===== src/include/charge_ctrl_pkg.sv =====
// constants and types shared by the charger control logic
package charge_ctrl_pkg;

	// =====================================
	// register map
	localparam logic [1:0] ADDR_CTRL = 2'h0;
	localparam logic [1:0] ADDR_STATUS = 2'h1;

	// control register bits
	localparam int CTRL_IN_EVT_EN = 0;
	localparam int CTRL_CONNECT_EN = 1;
	localparam int CTRL_DISCONNECT_EN = 2;
	localparam int CTRL_CHG_EVT_EN = 3;
	localparam int CTRL_ENTRY_EN = 4;
	localparam int CTRL_EXIT_EN = 5;
	localparam int CTRL_SUSPEND = 6;
	localparam logic [7:0] CTRL_RESET = 8'h00;

	// status register bits
	localparam int ST_IN_FLAG = 0;
	localparam int ST_IN_VALID = 1;
	localparam int ST_SUPPLY_TYPE = 2;
	localparam int ST_CHG_FLAG = 3;
	localparam int ST_DONE = 4;
	localparam int ST_PHASE0 = 5;
	localparam int ST_PHASE1 = 6;

	// =====================================
	// timing
	localparam longint CLK_HZ = 125000000;
	localparam longint PRE_TIMEOUT_MIN = 40;
	localparam longint TOTAL_TIMEOUT_HR = 3;
	localparam longint RELAX_MS = 32;
	localparam longint PRE_TIMEOUT_CYC = PRE_TIMEOUT_MIN * 60 * CLK_HZ;
	localparam longint TOTAL_TIMEOUT_CYC = TOTAL_TIMEOUT_HR * 3600 * CLK_HZ;
	localparam longint RELAX_CYC = RELAX_MS * CLK_HZ / 1000;
	localparam int TMR_W = 42;

	// number of synchronised comparator and select/presence pin inputs
	localparam int SYNC_W = 12;

	typedef enum logic [2:0] {
		ST_SUSP,
		ST_PRE,
		ST_FAST,
		ST_TOP,
		ST_EOC,
		ST_FAULT
	} chg_state_t;

endpackage


===== src/rtl/liion_charge_state_control.sv =====
// charge state machine, current selection, events and register port
module liion_charge_state_control
	import charge_ctrl_pkg::*;
#(
	parameter longint PRE_TIMEOUT = PRE_TIMEOUT_CYC,
	parameter longint TOTAL_TIMEOUT = TOTAL_TIMEOUT_CYC,
	parameter longint RELAX_TIME = RELAX_CYC
) (
	// clock and reset
	input wire logic sys_clk,
	input wire logic sys_rst,

	// comparator indications and select/presence pins, asynchronous
	input wire logic inAboveLockout,
	input wire logic inAboveRestart,
	input wire logic inAboveOvp,
	input wire logic inBelowResume,
	input wire logic supplyTypeSelect,
	input wire logic currentLevelSelect,
	input wire logic batteryPresent,
	input wire logic batAbovePrecond,
	input wire logic batAtTermination,
	input wire logic batBelowRecharge,
	input wire logic currentAtEnd,
	input wire logic systemRailSag,

	// register port
	input wire logic [1:0] regAddr,
	input wire logic [7:0] regWdata,
	input wire logic regWr,
	input wire logic regRd,
	output logic [7:0] regRdata,

	// charger power stage control and interrupt
	output logic chargeOn,
	output logic acMode,
	output logic usbHighLimit,
	output logic acDivideFive,
	output logic precondTenth,
	output logic constVoltage,
	output logic batteryHighZ,
	output logic sagReduce,
	output logic interruptOutLow
);

	// =====================================
	// input synchroniser
	logic [SYNC_W-1:0] syncA_r;
	logic [SYNC_W-1:0] syncB_r;
	logic [SYNC_W-1:0] syncRaw;

	assign syncRaw = {
		inAboveLockout, inAboveRestart, inAboveOvp, inBelowResume,
		supplyTypeSelect, currentLevelSelect, batteryPresent,
		batAbovePrecond, batAtTermination, batBelowRecharge,
		currentAtEnd, systemRailSag
	};

	// the first stage feeds only the second stage
	always_ff @(posedge sys_clk) begin
		if (sys_rst) begin
			syncA_r <= '0;
			syncB_r <= '0;
		end else begin
			syncA_r <= syncRaw;
			syncB_r <= syncA_r;
		end
	end

	logic aboveLockout;
	logic aboveRestart;
	logic aboveOvp;
	logic belowResume;
	logic supplyAc;
	logic levelHigh;
	logic batPresent;
	logic preReached;
	logic termReached;
	logic rechargeNeeded;
	logic endCurrent;
	logic railSag;

	assign {
		aboveLockout, aboveRestart, aboveOvp, belowResume,
		supplyAc, levelHigh, batPresent,
		preReached, termReached, rechargeNeeded,
		endCurrent, railSag
	} = syncB_r;

	// =====================================
	// input supply qualification
	logic uvlo_r;
	logic uvlo_nxt;
	logic ovp_r;
	logic ovp_nxt;
	logic inValid;
	logic supplyOk;

	always_comb begin
		uvlo_nxt = uvlo_r;
		if (!aboveLockout) begin
			uvlo_nxt = 1'b1;
		end else if (aboveRestart) begin
			// hysteresis keeps a drooping adapter from chattering
			uvlo_nxt = 1'b0;
		end
		ovp_nxt = ovp_r;
		if (aboveOvp) begin
			ovp_nxt = 1'b1;
		end else if (belowResume) begin
			ovp_nxt = 1'b0;
		end
	end

	always_ff @(posedge sys_clk) begin
		if (sys_rst) begin
			uvlo_r <= 1'b1;
			ovp_r <= 1'b0;
		end else begin
			uvlo_r <= uvlo_nxt;
			ovp_r <= ovp_nxt;
		end
	end

	assign inValid = aboveLockout && !aboveOvp;
	assign supplyOk = !uvlo_r && !ovp_r && batPresent;

	// =====================================
	// control register
	logic [7:0] ctrl_r;
	logic [7:0] ctrl_nxt;

	always_comb begin
		ctrl_nxt = ctrl_r;
		if (regWr && regAddr == ADDR_CTRL) begin
			ctrl_nxt = regWdata;
		end
	end

	always_ff @(posedge sys_clk) begin
		if (sys_rst) begin
			ctrl_r <= CTRL_RESET;
		end else begin
			ctrl_r <= ctrl_nxt;
		end
	end

	logic manualSuspend;
	assign manualSuspend = ctrl_r[CTRL_SUSPEND];

	// =====================================
	// charge state machine
	chg_state_t state_r;
	chg_state_t state_nxt;
	logic [TMR_W-1:0] tmr_r;
	logic [TMR_W-1:0] tmr_nxt;
	logic relax_r;
	logic relax_nxt;
	logic preExpired;
	logic totExpired;
	logic relaxDone;

	assign preExpired = tmr_r >= TMR_W'(PRE_TIMEOUT);
	assign totExpired = tmr_r >= TMR_W'(TOTAL_TIMEOUT);
	assign relaxDone = tmr_r >= TMR_W'(RELAX_TIME);

	always_comb begin
		state_nxt = state_r;
		relax_nxt = relax_r;
		tmr_nxt = tmr_r + TMR_W'(1);
		if (!supplyOk || manualSuspend) begin
			state_nxt = ST_SUSP;
		end else begin
			case (state_r)
				ST_SUSP: begin
					// any cleared suspend cause starts over
					state_nxt = ST_PRE;
				end
				ST_PRE: begin
					if (preReached) begin
						state_nxt = ST_FAST;
					end else if (preExpired) begin
						state_nxt = ST_FAULT;
					end
				end
				ST_FAST: begin
					if (termReached) begin
						state_nxt = ST_TOP;
					end else if (totExpired) begin
						state_nxt = ST_EOC;
						relax_nxt = 1'b1;
					end
				end
				ST_TOP: begin
					if (endCurrent || totExpired) begin
						state_nxt = ST_EOC;
						relax_nxt = 1'b0;
					end
				end
				ST_EOC: begin
					if (relax_r && relaxDone) begin
						state_nxt = ST_PRE;
					end else if (!relax_r && rechargeNeeded) begin
						state_nxt = ST_PRE;
					end
				end
				ST_FAULT: begin
					// fault holds until a suspend cause clears it
					state_nxt = ST_FAULT;
				end
				default: begin
					state_nxt = ST_SUSP;
				end
			endcase
		end
		// the total timer spans the whole cycle; end-of-charge reuses it
		if (state_nxt != state_r &&
				(state_nxt == ST_PRE || state_nxt == ST_EOC)) begin
			tmr_nxt = '0;
		end else if (state_r == ST_SUSP || state_r == ST_FAULT) begin
			tmr_nxt = '0;
		end else if (state_r == ST_EOC && !relax_r) begin
			tmr_nxt = tmr_r;
		end
	end

	always_ff @(posedge sys_clk) begin
		if (sys_rst) begin
			state_r <= ST_SUSP;
			tmr_r <= '0;
			relax_r <= 1'b0;
		end else begin
			state_r <= state_nxt;
			tmr_r <= tmr_nxt;
			relax_r <= relax_nxt;
		end
	end

	// =====================================
	// power stage outputs
	logic chargeOn_nxt;
	logic precondTenth_nxt;
	logic constVoltage_nxt;
	logic batteryHighZ_nxt;

	always_comb begin
		chargeOn_nxt = state_r == ST_PRE || state_r == ST_FAST ||
			state_r == ST_TOP;
		precondTenth_nxt = state_r == ST_PRE;
		constVoltage_nxt = state_r == ST_TOP;
		batteryHighZ_nxt = !chargeOn_nxt;
	end

	always_ff @(posedge sys_clk) begin
		if (sys_rst) begin
			chargeOn <= 1'b0;
			precondTenth <= 1'b0;
			constVoltage <= 1'b0;
			batteryHighZ <= 1'b1;
			acMode <= 1'b0;
			usbHighLimit <= 1'b0;
			acDivideFive <= 1'b0;
			sagReduce <= 1'b0;
		end else begin
			chargeOn <= chargeOn_nxt;
			precondTenth <= precondTenth_nxt;
			constVoltage <= constVoltage_nxt;
			batteryHighZ <= batteryHighZ_nxt;
			acMode <= supplyAc;
			usbHighLimit <= !supplyAc && levelHigh;
			acDivideFive <= supplyAc && !levelHigh;
			// level follows the sag comparator so current backs off only as needed
			sagReduce <= railSag;
		end
	end

	// =====================================
	// event detection and flags
	logic prevValid_r;
	logic prevEoc_r;
	logic inFlag_r;
	logic inFlag_nxt;
	logic chgFlag_r;
	logic chgFlag_nxt;
	logic inEvent;
	logic chgEvent;
	logic statusRead;
	logic inEoc;

	assign inEoc = state_r == ST_EOC;
	assign statusRead = regRd && regAddr == ADDR_STATUS;

	always_comb begin
		inEvent = ctrl_r[CTRL_IN_EVT_EN] && (
			(inValid && !prevValid_r && ctrl_r[CTRL_CONNECT_EN]) ||
			(!inValid && prevValid_r && ctrl_r[CTRL_DISCONNECT_EN]));
		chgEvent = ctrl_r[CTRL_CHG_EVT_EN] && (
			(inEoc && !prevEoc_r && ctrl_r[CTRL_ENTRY_EN]) ||
			(!inEoc && prevEoc_r && ctrl_r[CTRL_EXIT_EN]));
		// a new event beats the clear of the same cycle
		inFlag_nxt = inEvent || (inFlag_r && !statusRead);
		chgFlag_nxt = chgEvent || (chgFlag_r && !statusRead);
	end

	always_ff @(posedge sys_clk) begin
		if (sys_rst) begin
			prevValid_r <= 1'b0;
			prevEoc_r <= 1'b0;
			inFlag_r <= 1'b0;
			chgFlag_r <= 1'b0;
			interruptOutLow <= 1'b1;
		end else begin
			prevValid_r <= inValid;
			prevEoc_r <= inEoc;
			inFlag_r <= inFlag_nxt;
			chgFlag_r <= chgFlag_nxt;
			interruptOutLow <= !(inFlag_nxt || chgFlag_nxt);
		end
	end

	// =====================================
	// register read
	logic [1:0] phase;
	logic [7:0] status;
	logic [7:0] regRdata_nxt;

	always_comb begin
		case (state_r)
			ST_PRE: phase = 2'h3;
			ST_FAST, ST_TOP: phase = 2'h1;
			ST_EOC: phase = 2'h2;
			default: phase = 2'h0;
		endcase
		status = 8'h00;
		status[ST_IN_FLAG] = inFlag_r;
		status[ST_IN_VALID] = inValid;
		status[ST_SUPPLY_TYPE] = supplyAc;
		status[ST_CHG_FLAG] = chgFlag_r;
		status[ST_DONE] = inEoc;
		status[ST_PHASE0] = phase[0];
		status[ST_PHASE1] = phase[1];
		regRdata_nxt = 8'h00;
		if (regRd) begin
			if (regAddr == ADDR_CTRL) begin
				regRdata_nxt = ctrl_r;
			end else if (regAddr == ADDR_STATUS) begin
				regRdata_nxt = status;
			end
		end
	end

	always_ff @(posedge sys_clk) begin
		if (sys_rst) begin
			regRdata <= 8'h00;
		end else begin
			regRdata <= regRdata_nxt;
		end
	end

endmodule


===== config.mk =====
export PLATFORM = sky130hd
export DESIGN_NAME = liion_charge_state_control
export DESIGN_NICKNAME = d
export VERILOG_FILES = /design/src/include/charge_ctrl_pkg.sv /design/src/rtl/liion_charge_state_control.sv
export SDC_FILE = /design/constraint.sdc
export NUM_CORES = 1
export LEC_CHECK = 0
export ABC_AREA = 1
export BUFFER_PORTS_ARGS = -buffer_cell sky130_fd_sc_hd__buf_2
export CAP_MARGIN = 20
export CELL_PAD_IN_SITES_DETAIL_PLACEMENT = 0
export CELL_PAD_IN_SITES_GLOBAL_PLACEMENT = 2
export CORE_ASPECT_RATIO = 0.7
export CORE_MARGIN = 1
export CORE_UTILIZATION = 34
export DETAILED_ROUTE_END_ITERATION = 16
export GPL_TIMING_DRIVEN = 0
export PLACE_DENSITY = 0.84
export SLEW_MARGIN = 20
export SYNTH_ARGS = -nofsm -noshare
export SYNTH_HDL_FRONTEND = slang
export SYNTH_SLANG_ARGS = --single-unit

===== constraint.sdc =====
create_clock -name sys_clk -period 2.7 [get_ports sys_clk]
set_input_delay 0.27 -clock sys_clk [delete_from_list [all_inputs] [get_ports sys_clk]]
set_output_delay 0.27 -clock sys_clk [all_outputs]
set_load 0.05 [all_outputs]

# Word-level counts from Yosys, hierarchy flattened

Index checks and enable logic that the tools add are counted.

Input bits: 26
Register bits after elaboration: 101
Output and inout port bits: 17
Logic and storage cells: 116

$add $sub $neg: 1
Reduce and logical (&&, ||, !) cells: 57
Multiplexer cells: 18
Bitwise logic cells: 3
Equal/unequal tests: 12
Magnitude comparators: 3

Operator list:

| operator                                              | number |
|---|---|
| adder 42 x 1 -> 42 bit, second input constant         | 1 |
| >= comparator 42 x 22 -> 1 bit, second input constant | 1 |
| >= comparator 42 x 39 -> 1 bit, second input constant | 1 |
| >= comparator 42 x 41 -> 1 bit, second input constant | 1 |
| two-way mux 3 bit                                     | 8 |
| logical AND 1 bit                                     | 23 |
| one-hot mux 3 bit (6 select lines)                    | 1 |
| zero test 1 bit                                       | 14 |
| logical OR 1 bit                                      | 11 |
| equality test 3 bit, second input constant            | 3 |
| two-way mux 8 bit                                     | 1 |
| two-way mux 7 bit                                     | 1 |
| equality test 3 x 1 -> 1 bit, second input constant   | 2 |
| equality test 3 x 2 -> 1 bit, second input constant   | 2 |
| one-hot mux 2 bit (3 select lines)                    | 1 |
| OR reduction 2 bit                                    | 3 |
| two-way mux 1 bit                                     | 5 |
| AND reduction 5 bit                                   | 1 |
| != test 2 bit, second input constant                  | 2 |
| nonzero test 2 bit                                    | 2 |
| zero test 3 bit                                       | 1 |
| != test 3 bit                                         | 1 |
| NOT 1 bit                                             | 3 |
| OR reduction 3 bit                                    | 1 |
| other kinds (4)                                       | 4 |

# Depth between registers and ports, before layout

Gate-level depths: netlist (run 1).

Word-level depth: 10
Mapped depth: 18
Gate-level depth less buffers: 17

# Worst setup path before layout (run 1)

No wires, ideal clock.

Path kind: register to register
From: register tmr_r[21]
To: register tmr_r[1]
Clock period less this slack: 1,837 ps
Stages on the path, launching flop included: 17
Slack: 863 ps
Data arrival time: 1,718 ps
Path buffers: 2
Setup time: 119 ps
Data required time: 2,581 ps
Cells stage by stage: dfxtp_1 > clkbuf_2 > nor2_1 > nand2_1 > a21oi_1 > nand2_1 > nand2_1 > nand3_2 > nor2_2 > nor2_4 > nand2_1 > nand3_1 > nand2_1 > nand3_2 > nand2_4 > buf_6 > nor2_2

Longest elaborated chain between the ends: 9
Elaborated cells on any way between the ends: 19
Classes of those cells: order compare: 3; eq/ne: 3; mux: 8; reduce/logical: 5

RTL lines:

| element                                                                    | line                              | source |
|---|---|---|
| start: declaration                                                         | liion_charge_state_control.sv:155 | `logic [TMR_W-1:0] tmr_r;` |
| start signal: assignment                                                   | liion_charge_state_control.sv:234 | `tmr_r <= tmr_nxt;` |
| >= comparator 42 x 41 -> 1 bit (tied with other cells)                     | liion_charge_state_control.sv:164 | `assign totExpired = tmr_r >= TMR_W'(TOTAL_TIMEOUT);` |
| two-way mux 3 bit (tied with other cells)                                  | liion_charge_state_control.sv:189 | `end else if (totExpired) begin` |
| two-way mux 3 bit, on equally long branches                                | -                                 |  |
| one-hot mux 3 bit (6 select lines) *                                       | liion_charge_state_control.sv:174 | `case (state_r)` |
| two-way mux 3 bit *                                                        | liion_charge_state_control.sv:171 | `if (!supplyOk \|\| manualSuspend) begin` |
| equality test 3 x 1 -> 1 bit / equality test 3 bit (equally long branches) | liion_charge_state_control.sv:218 | `(state_nxt == ST_PRE \|\| state_nxt == ST_EOC)) begin` |
| logical OR 1 bit                                                           | liion_charge_state_control.sv:218 |  |
| logical AND 1 bit *                                                        | liion_charge_state_control.sv:217 | `if (state_nxt != state_r &&` |
| OR reduction 3 bit (no line) *                                             | -                                 |  |

Every way passes the cells marked *; elsewhere a longest branch is shown, timed or not.
A chain may end at the register's enable or synchronous reset.

# Worst setup path after layout (run 1)

From: register tmr_r[5]
To: register tmr_r[26]

Longest elaborated chain between the ends: 9
Elaborated cells on any way between the ends: 20
Classes of those cells: add/sub: 1; order compare: 3; eq/ne: 3; mux: 8; reduce/logical: 5

RTL lines:

| element                                                                    | line |
|---|---|
| >= comparator 42 x 41 -> 1 bit (tied with other cells)                     | liion_charge_state_control.sv:164 |
| two-way mux 3 bit (tied with other cells)                                  | liion_charge_state_control.sv:189 |
| two-way mux 3 bit, on equally long branches                                | - |
| one-hot mux 3 bit (6 select lines)                                         | liion_charge_state_control.sv:174 |
| two-way mux 3 bit                                                          | liion_charge_state_control.sv:171 |
| equality test 3 x 1 -> 1 bit / equality test 3 bit (equally long branches) | liion_charge_state_control.sv:218 |
| logical OR 1 bit                                                           | liion_charge_state_control.sv:218 |
| logical AND 1 bit                                                          | liion_charge_state_control.sv:217 |
| OR reduction 3 bit (no line)                                               | - |

Parallel ways exist; a longest one is shown, timed or not.

==> results of run 1 <==
area by class of cell:
type                    count  area [um^2]  area share (%)
repair buffers             42          210            3.74
clock inverters             5         88.8            1.58
well taps                 190          238            4.23
inverters                 107          402            7.15
multi-input cells         453         2320            41.4
flip-flops and latches    101         2020            36.0
clock buffers              11          253            4.50
plain buffers              12         80.1            1.43
how the worst max path moves through the flow:
stage	start	to	depth (start not counted)
floorplan	tmr_r[21]$_SDFFE_PP0N_	tmr_r[1]$_SDFFE_PP0N_	16
global placement	tmr_r[5]$_SDFFE_PP0N_	tmr_r[26]$_SDFFE_PP0N_	10
detailed placement	tmr_r[5]$_SDFFE_PP0N_	tmr_r[26]$_SDFFE_PP0N_	10
CTS	tmr_r[5]$_SDFFE_PP0N_	tmr_r[26]$_SDFFE_PP0N_	10
global route	tmr_r[5]$_SDFFE_PP0N_	tmr_r[26]$_SDFFE_PP0N_	10
finish	tmr_r[5]$_SDFFE_PP0N_	tmr_r[26]$_SDFFE_PP0N_	10
power by group:
part / internal, mW / switching, mW
clock network: 0.875 / 0.591
registers: 1.52 / 0.0123
logic: 0.0327 / 0.0591
total: 2.42 / 0.663
through the flow:
stage	worst slack (ns)	area, um^2	instances	total power [mW]	hold WS [ns]
final	0.278	5620	921	3.09	0.117
after floorplan	0.863	4830	673	1.61	0.347
after global routing	0.0574	5620	921	3.21	0.109
after global placement	0.399	5280	905	1.65	0.394
after CTS	0.345	5620	921	3.13	0.108
after detailed placement	0.353	5280	905	1.66	0.395
worst register-to-register path: cells and delay by family, from the launching register on:
| family | cells | cell delay, ns |
|---|---|---|
| XOR/XNOR | 1 | 0.19 |
| flip-flops | 1 | 0.41 |
| AND/OR/NAND/NOR | 8 | 1.61 |
| buffers and inverters | 1 | 0.12 |
state kept, by name, summed over array words and instances (netlist names), 3 cells and up:
register	flops
syncB_r	12
syncA_r	12
state_r	3
regRdata	8
ctrl_r	8
tmr_r	42
layer usage:
layer / GRT usage, % / up-vias / share of wire [%] / wire length (um)
met4: 4.86 / 0 / 1.2 / 139
met5: 0 / - / 0 / 0
met1: 28.0 / 1829 / 58 / 6770
met3: 3.69 / 12 / 4.2 / 487
li1: - / 2176 / - / -
met2: 22.7 / 84 / 37 / 4300
logic make-up after synthesis:
| family | synth area share (%) |
|---|---|
| buffers and inverters | 9.98 |
| AO/OA/AOI/OAI | 4.35 |
| adder cells (fa/ha/maj) | 0.518 |
| XOR/XNOR | 7.26 |
| flip-flops | 41.9 |
| AND/OR/NAND/NOR | 36.0 |
layout by cell type, fill, tap and decap left out, drive strengths merged, types with 2 or more instances in the layout:
master / n
a21oi: 21
buf: 48
bufinv: 2
clkbuf: 17
clkinv: 2
dfxtp: 101
ha: 2
inv: 108
nand2: 118
nand3: 38
nand3b: 3
nand4: 10
nor2: 167
nor3: 21
nor3b: 2
nor4: 9
o21ai: 15
o22ai: 2
or2: 2
xnor2: 4
xor2: 36
==> impl_metrics.prom, run 1 <==
# TYPE chip_impl_metric gauge
chip_impl_metric{name="final_hold_viol_count",unit=""} 0
chip_impl_metric{name="drive_gt1_share",unit="%"} 18.5
chip_impl_metric{name="max_freq",unit="MHz"} 413
chip_impl_metric{name="clk_latency",unit="ns"} 0.35
chip_impl_metric{name="design.core.area",unit="mm^2"} 0.0139
chip_impl_metric{name="synth-seq-area-share",unit="%"} 41.9
chip_impl_metric{name="min_period_over_period",unit="%"} 89.7
chip_impl_metric{name="cts-buffers-inserted",unit=""} 9
chip_impl_metric{name="share_of_the_core_filled_with_cells",unit="%"} 40.5
chip_impl_metric{name="asyncSetResetFlopFracSynth",unit="%"} 0
chip_impl_metric{name="postCtsHoldBufs",unit=""} 0
chip_impl_metric{name="port-buffer-count",unit=""} 42
chip_impl_metric{name="cp.arrival",unit="ns"} 2.68
chip_impl_metric{name="final_nets",unit=""} 754
chip_impl_metric{name="floorplan.initialDensity",unit="%"} 34.8
chip_impl_metric{name="antenna_cells_inserted",unit=""} 0
chip_impl_metric{name="grt_use_total",unit="%"} 17.5
chip_impl_info{name="most_frequent_cell_after_synthesis",value="sky130_fd_sc_hd__nor2_1"} 1
chip_impl_info{name="clock-root-buffer",value="sky130_fd_sc_hd__clkbuf_16"} 1
chip_impl_metric{name="timing.reg2reg.setup_slack",unit="ns"} 0.28
chip_impl_info{name="tritoncts",value="done"} 1
chip_impl_metric{name="slew_headroom",unit="%"} 57.8
chip_impl_info{name="critPathMostFrequentCell",value="sky130_fd_sc_hd__nor2_1"} 1
chip_impl_metric{name="grt_first_pass_wirelength",unit="mm"} 19.4
chip_impl_info{name="hp-start",value="currentLevelSelect"} 1
chip_impl_metric{name="fp.dieH",unit="um"} 102
chip_impl_metric{name="post_cts.repair.setup_buffers",unit=""} 0
chip_impl_metric{name="synth_edf_count",unit=""} 0
chip_impl_metric{name="hpwl",unit="mm"} 9.10
chip_impl_metric{name="grt_pass1_vias",unit=""} 3767
chip_impl_info{name="reg2reg_launch_point",value="tmr_r[5]$_SDFFE_PP0N_"} 1
chip_impl_metric{name="p_r_area_growth_vs_syn",unit="%"} 16.4
chip_impl_metric{name="drt-vias-per-instance",unit=""} 4.45
chip_impl_metric{name="worst_path_largest_cell_delay",unit="ns"} 0.43
chip_impl_info{name="cp-start-kind",value="register"} 1
chip_impl_metric{name="drc_errors",unit=""} 0
chip_impl_info{name="worst_path_max_delay_cell",value="sky130_fd_sc_hd__nor4_1"} 1
chip_impl_metric{name="cp.required",unit="ns"} 2.95
chip_impl_metric{name="ys_warn_count",unit=""} 0
chip_impl_metric{name="clkTransAtPathRegs",unit="ns"} 0.07
chip_impl_metric{name="synthesis.area_per_instance",unit="um^2"} 7.17
chip_impl_metric{name="post_synthesis_register_bit_count",unit=""} 101
chip_impl_metric{name="synth.net_count",unit=""} 701
chip_impl_info{name="synth_ff_type",value="sky130_fd_sc_hd__dfxtp_1"} 1
chip_impl_metric{name="synth_cell_types",unit=""} 38
chip_impl_info{name="grt_setup_unrepaired",value="false"} 1
chip_impl_metric{name="reg2regPathDepth",unit=""} 10
chip_impl_metric{name="dr.first_iter.drc_count",unit=""} 273
chip_impl_metric{name="setup_viol",unit=""} 0
chip_impl_info{name="critPathKind",value="reg -> reg"} 1
chip_impl_metric{name="synth_area",unit="mm^2"} 0.00483
chip_impl_info{name="post_synth_main_area_contributors",value="sky130_fd_sc_hd__dfxtp_1 42%, sky130_fd_sc_hd__nor2_1 9.0%, sky130_fd_sc_hd__nand2_1 8.9%, sky130_fd_sc_hd__inv_1 7.9%, sky130_fd_sc_hd__xor2_1 6.5%"} 1
chip_impl_metric{name="vdd_ir_drop_max",unit="V"} 0.000381
chip_impl_metric{name="cts.htree.levels",unit=""} 3
chip_impl_metric{name="placementRows",unit=""} 36
chip_impl_metric{name="routabilityCongestion",unit=""} 0.842
chip_impl_metric{name="route.vias.total",unit=""} 4101
chip_impl_metric{name="drtPass1Iterations",unit=""} 4
chip_impl_metric{name="detail_route.wl_per_cell",unit="um"} 12.7
chip_impl_info{name="library_cell_occupying_the_most_area_in_the_post_synthesis_netlist",value="sky130_fd_sc_hd__dfxtp_1"} 1
chip_impl_metric{name="leakage",unit="nW"} 2.18
chip_impl_metric{name="yosysTopAreaCellShare",unit="%"} 41.9
chip_impl_metric{name="cts_repair_resize_count",unit=""} 0
chip_impl_metric{name="final.setup_skew",unit="ns"} 0.00875
chip_impl_info{name="run_status",value="completed"} 1
chip_impl_metric{name="grt_start_max_net_pins",unit=""} 18
chip_impl_metric{name="post-route-min-period",unit="ns"} 2.42
chip_impl_metric{name="setup_total_negative_slack",unit="ns"} 0
chip_impl_info{name="timing.critical_path.cells",value="inv_1 > nor3_1 > nand4_1 > nor4_1 > nand2_1 > nor2_1 > nand3_1 > nor2_1 > xor2_1 > nor2_2"} 1
chip_impl_metric{name="numClockSinks",unit=""} 101
chip_impl_info{name="critical_path.endpoint_type",value="register"} 1
chip_impl_metric{name="num_io_pins",unit=""} 43
chip_impl_metric{name="clk_path_buf_depth",unit=""} 2
chip_impl_metric{name="maxSlewViolCount",unit=""} 0
chip_impl_metric{name="fp.dieArea",unit="mm^2"} 0.0147
chip_impl_info{name="critical_path.reg2reg.endpoint",value="tmr_r[26]$_SDFFE_PP0N_"} 1
chip_impl_metric{name="grt_antenna_before_repair",unit=""} 0
chip_impl_metric{name="drtAntennaViolNets",unit=""} 0
chip_impl_info{name="min_delay_worst_endpoint",value="syncA_r[6]$_SDFF_PP0_"} 1
chip_impl_metric{name="post_synth_inst_count",unit=""} 673
chip_impl_metric{name="totalWireLength",unit="mm"} 11.7
chip_impl_metric{name="grt.overflow.total",unit=""} 0
chip_impl_metric{name="path_max_fanout",unit=""} 4
chip_impl_metric{name="hold_path_depth",unit=""} 3
chip_impl_metric{name="max_cap_viol_count",unit=""} 0
chip_impl_info{name="netlist_top_cells_count",value="116 x sky130_fd_sc_hd__nor2_1, 114 x sky130_fd_sc_hd__nand2_1, 101 x sky130_fd_sc_hd__dfxtp_1, 101 x sky130_fd_sc_hd__inv_1, 50 x sky130_fd_sc_hd__nor2_2"} 1
chip_impl_metric{name="fillers",unit=""} 1495
chip_impl_info{name="timing.hold.worst.class",value="in -> reg"} 1
chip_impl_metric{name="transition_time_of_the_tightest_slew_check_pin",unit="ns"} 0.628
chip_impl_metric{name="power_density",unit="mW/mm^2"} 549
chip_impl_info{name="cp_delay_by_family_top",value="simple AND/OR/NAND/NOR gates"} 1
chip_impl_metric{name="cp.buffers_inverters",unit=""} 1
chip_impl_metric{name="die_width",unit="um"} 144
No activity file was read; power rests on OpenSTA's default activity.
==> run 2, diff against run 1 <==
- ABC_AREA: 1 -> 0
- CORE_UTILIZATION: 34 -> 37
==> impl_metrics.prom, run 2 <==
# TYPE chip_impl_metric gauge
chip_impl_metric{name="final_nets",unit=""} 580
chip_impl_metric{name="path_max_fanout",unit=""} 8
chip_impl_metric{name="report.power.total",unit="mW"} 2.94
chip_impl_metric{name="grt_first_pass_wirelength",unit="mm"} 17.2
chip_impl_info{name="post_synth_main_area_contributors",value="sky130_fd_sc_hd__dfxtp_1 44%, sky130_fd_sc_hd__xnor2_1 5.2%, sky130_fd_sc_hd__nor4_1 4.8%, sky130_fd_sc_hd__nor2b_1 4.1%, sky130_fd_sc_hd__nor2_1 4.0%"} 1
chip_impl_metric{name="grt_start_max_net_pins",unit=""} 22
chip_impl_metric{name="final.setup_skew",unit="ns"} 0.00816
chip_impl_metric{name="die_width",unit="um"} 135
chip_impl_metric{name="clkTransAtPathRegs",unit="ns"} 0.08
chip_impl_metric{name="gr_layer_usage_met1",unit="%"} 27.6
chip_impl_metric{name="post_placement_setup_slack",unit="ns"} 0.0417
chip_impl_metric{name="setup_total_negative_slack",unit="ns"} 0
chip_impl_metric{name="drtPass1Iterations",unit=""} 4
chip_impl_metric{name="grt_pass1_vias",unit=""} 3242
chip_impl_metric{name="slew_headroom",unit="%"} 43.5
chip_impl_metric{name="grt_antenna_before_repair",unit=""} 0
chip_impl_metric{name="clk_path_buf_depth",unit=""} 2
chip_impl_metric{name="synthesis.area_per_instance",unit="um^2"} 9.29
chip_impl_metric{name="cp.required",unit="ns"} 2.91
chip_impl_info{name="layout_common_cells",value="101 x sky130_fd_sc_hd__dfxtp_1, 49 x sky130_fd_sc_hd__nor2_1, 43 x sky130_fd_sc_hd__buf_2"} 1
chip_impl_metric{name="gr-usage-met2",unit="%"} 22.7
chip_impl_info{name="most_frequent_cell_after_synthesis",value="sky130_fd_sc_hd__dfxtp_1"} 1
chip_impl_metric{name="post_synthesis_register_bit_count",unit=""} 101
chip_impl_metric{name="vdd_ir_drop_max",unit="V"} 0.000350
chip_impl_metric{name="synth-seq-area-share",unit="%"} 44.4
chip_impl_metric{name="antenna_cells_inserted",unit=""} 0
chip_impl_metric{name="synth_cell_types",unit=""} 63
chip_impl_metric{name="flip_flop_count_of_the_largest_register_all_copies_and_words_added",unit=""} 42
chip_impl_info{name="reg_top3",value="tmr_r (42), syncA_r (12), syncB_r (12)"} 1
chip_impl_metric{name="grt.overflow.total",unit=""} 0
chip_impl_metric{name="gr-usage-met3",unit="%"} 3.92
chip_impl_info{name="mostFrequentLayoutCell",value="sky130_fd_sc_hd__dfxtp_1"} 1
chip_impl_metric{name="detail_route.wl_per_cell",unit="um"} 14.9
chip_impl_info{name="clock-root-buffer",value="sky130_fd_sc_hd__clkbuf_16"} 1
chip_impl_metric{name="final_hold_viol_count",unit=""} 0
chip_impl_info{name="critPathKind",value="reg -> reg"} 1
chip_impl_metric{name="clk_latency",unit="ns"} 0.35
chip_impl_metric{name="drtAntennaViolNets",unit=""} 0
chip_impl_metric{name="port-buffer-count",unit=""} 42
chip_impl_metric{name="num_io_pins",unit=""} 43
chip_impl_metric{name="drive_gt1_share",unit="%"} 19.2
chip_impl_metric{name="post_synth_inst_count",unit=""} 490
chip_impl_metric{name="yosysTopAreaCellShare",unit="%"} 44.4
chip_impl_metric{name="fp.dieArea",unit="mm^2"} 0.0128
chip_impl_info{name="grt_setup_unrepaired",value="true"} 1
chip_impl_info{name="timing.hold.worst.class",value="in -> reg"} 1
chip_impl_info{name="library_cell_occupying_the_most_area_in_the_post_synthesis_netlist",value="sky130_fd_sc_hd__dfxtp_1"} 1
chip_impl_metric{name="post-route-min-period",unit="ns"} 2.59
chip_impl_metric{name="setup_viol",unit=""} 0
chip_impl_metric{name="drt-vias-per-instance",unit=""} 5.05
chip_impl_metric{name="maxSlewViolCount",unit=""} 0
chip_impl_info{name="tritoncts",value="done"} 1
chip_impl_metric{name="max_freq",unit="MHz"} 386
chip_impl_metric{name="synth_area",unit="mm^2"} 0.00455
chip_impl_metric{name="fp.dieH",unit="um"} 94.8
chip_impl_metric{name="asyncSetResetFlopFracSynth",unit="%"} 0
chip_impl_metric{name="route.vias.total",unit=""} 3604
chip_impl_metric{name="cp.arrival",unit="ns"} 2.80
chip_impl_metric{name="dr.first_iter.drc_count",unit=""} 247
chip_impl_metric{name="hpwl",unit="mm"} 7.80
chip_impl_metric{name="grt_use_total",unit="%"} 17.4
chip_impl_metric{name="leakage",unit="nW"} 1.96
chip_impl_info{name="critical_path.endpoint_type",value="register"} 1
chip_impl_metric{name="postCtsHoldBufs",unit=""} 0
chip_impl_metric{name="numClockSinks",unit=""} 101
chip_impl_info{name="registers.top_by_ff_count",value="tmr_r"} 1
chip_impl_metric{name="placementRows",unit=""} 33
chip_impl_metric{name="routabilityCongestion",unit=""} 0.875
chip_impl_metric{name="synth_edf_count",unit=""} 0
chip_impl_metric{name="design.core.area",unit="mm^2"} 0.0119
chip_impl_metric{name="cts-buffers-inserted",unit=""} 9
chip_impl_metric{name="min_period_over_period",unit="%"} 95.9
chip_impl_metric{name="cts.htree.levels",unit=""} 3
chip_impl_metric{name="max_cap_viol_count",unit=""} 0
chip_impl_info{name="busiest_layer",value="met1"} 1
chip_impl_metric{name="ys_warn_count",unit=""} 0
chip_impl_metric{name="floorplan.initialDensity",unit="%"} 38.4
chip_impl_metric{name="transition_time_of_the_tightest_slew_check_pin",unit="ns"} 0.842
chip_impl_info{name="netlist_top_cells_count",value="101 x sky130_fd_sc_hd__dfxtp_1, 49 x sky130_fd_sc_hd__nor2_1, 35 x sky130_fd_sc_hd__nor4_1"} 1
chip_impl_info{name="run_status",value="completed"} 1
chip_impl_metric{name="p_r_area_growth_vs_syn",unit="%"} 18.6
chip_impl_metric{name="power_density",unit="mW/mm^2"} 545
chip_impl_info{name="synth_ff_type",value="sky130_fd_sc_hd__dfxtp_1"} 1
chip_impl_metric{name="synth.net_count",unit=""} 518
chip_impl_metric{name="finalWorstSetupSlack",unit="ns"} 0.109
chip_impl_metric{name="totalWireLength",unit="mm"} 10.6
chip_impl_info{name="cp-start-kind",value="register"} 1
chip_impl_metric{name="drc_errors",unit=""} 0
-- run 2: cell types whose count changed after synthesis, moves of 22 or more --
cell | previous run | this run
sky130_fd_sc_hd__nor2b_1 | 0 | 30
sky130_fd_sc_hd__xor2_1 | 36 | 14
sky130_fd_sc_hd__inv_1 | 101 | 11
sky130_fd_sc_hd__nor2_2 | 50 | 0
sky130_fd_sc_hd__nor2_1 | 116 | 49
sky130_fd_sc_hd__nand2_1 | 114 | 33
sky130_fd_sc_hd__nor4_1 | 7 | 35
sky130_fd_sc_hd__xnor2_1 | 4 | 27
-- run 2: worst paths after layout --
kind / startpoint / end / slack, ns / cells after the start
worst max register to register: tmr_r[34]$_SDFFE_PP0N_ / tmr_r[38]$_SDFFE_PP0N_ / 0.11 / 10
worst min-delay path: systemRailSag / syncA_r[0]$_SDFF_PP0_ / 0.12 / 2
worst max-delay path: tmr_r[34]$_SDFFE_PP0N_ / tmr_r[38]$_SDFFE_PP0N_ / 0.11 / 10
worst min register to register: syncB_r[6]$_SDFF_PP0_ / acDivideFive$_SDFF_PP0_ / 0.42 / 1
-- run 2: critical path, stage by stage, from the launching register on --
cell and delay, ns:
sky130_fd_sc_hd__dfxtp_1 0.30, sky130_fd_sc_hd__buf_2 0.16, sky130_fd_sc_hd__and4_1 0.19, sky130_fd_sc_hd__or3_1 0.36, sky130_fd_sc_hd__a221oi_4 0.33, sky130_fd_sc_hd__and3_4 0.27, sky130_fd_sc_hd__o2111ai_2 0.14, sky130_fd_sc_hd__o31ai_4 0.31
sky130_fd_sc_hd__buf_4 0.17, sky130_fd_sc_hd__clkbuf_4 0.17, sky130_fd_sc_hd__nor4_1 0.06
-- run 2: repair_timing --
item / in CTS / in global routing
gates resized for setup: 0 / 13
buffers inserted: 0 / 8
hold endpoints to repair: 0 / 0
setup endpoints to repair: 0 / 40
-- run 2: layout make-up --
| class | instances | area (um^2) |
|---|---|---|
| buffer | 31 | 229 |
| clock buffer | 9 | 225 |
| clock inverter | 7 | 90.1 |
| fill | 1160 | 6450 |
| inverter | 11 | 41.3 |
| multi-input combinational | 347 | 2310 |
| sequential | 101 | 2020 |
| tap | 157 | 196 |
| timing repair buffer | 51 | 282 |
-- run 2: kinds of logic (layout without fill, tap and decap cells) --
group	count (synthesis)	after routing	synth area share, %
fa+ha+maj	2	2	0.550
buf+inv	42	109	5.69
mux	14	14	3.08
compound gates	40	40	6.90
flops	101	101	44.4
simple gates	250	250	31.5
xor+xnor	41	41	7.89
-- run 2: report_power, final --
group	switching, mW	internal, mW
Clock	0.652	0.667
Sequential	0.00957	1.51
Combinational	0.0574	0.0443
Total	0.719	2.22
-- run 2: metrics by stage --
step                util (%)  instance area, um^2  hold slack [ns]  std cells
CTS                     44.5                 5270            0.116        705
global route            45.5                 5400            0.113        714
floorplan                  -                 4550            0.349        490
finish                  45.5                 5400            0.124        714
detailed placement      41.8                 4960            0.416        689
global placement        41.8                 4960            0.403        689
-- run 2: metal layers --
| metal | vias up | wire (um) |
|---|---|---|
| met2 | 85 | 3990 |
| met5 | - | 0 |
| li1 | 1860 | - |
| met1 | 1648 | 5960 |
| met3 | 11 | 572 |
| met4 | 0 | 104 |
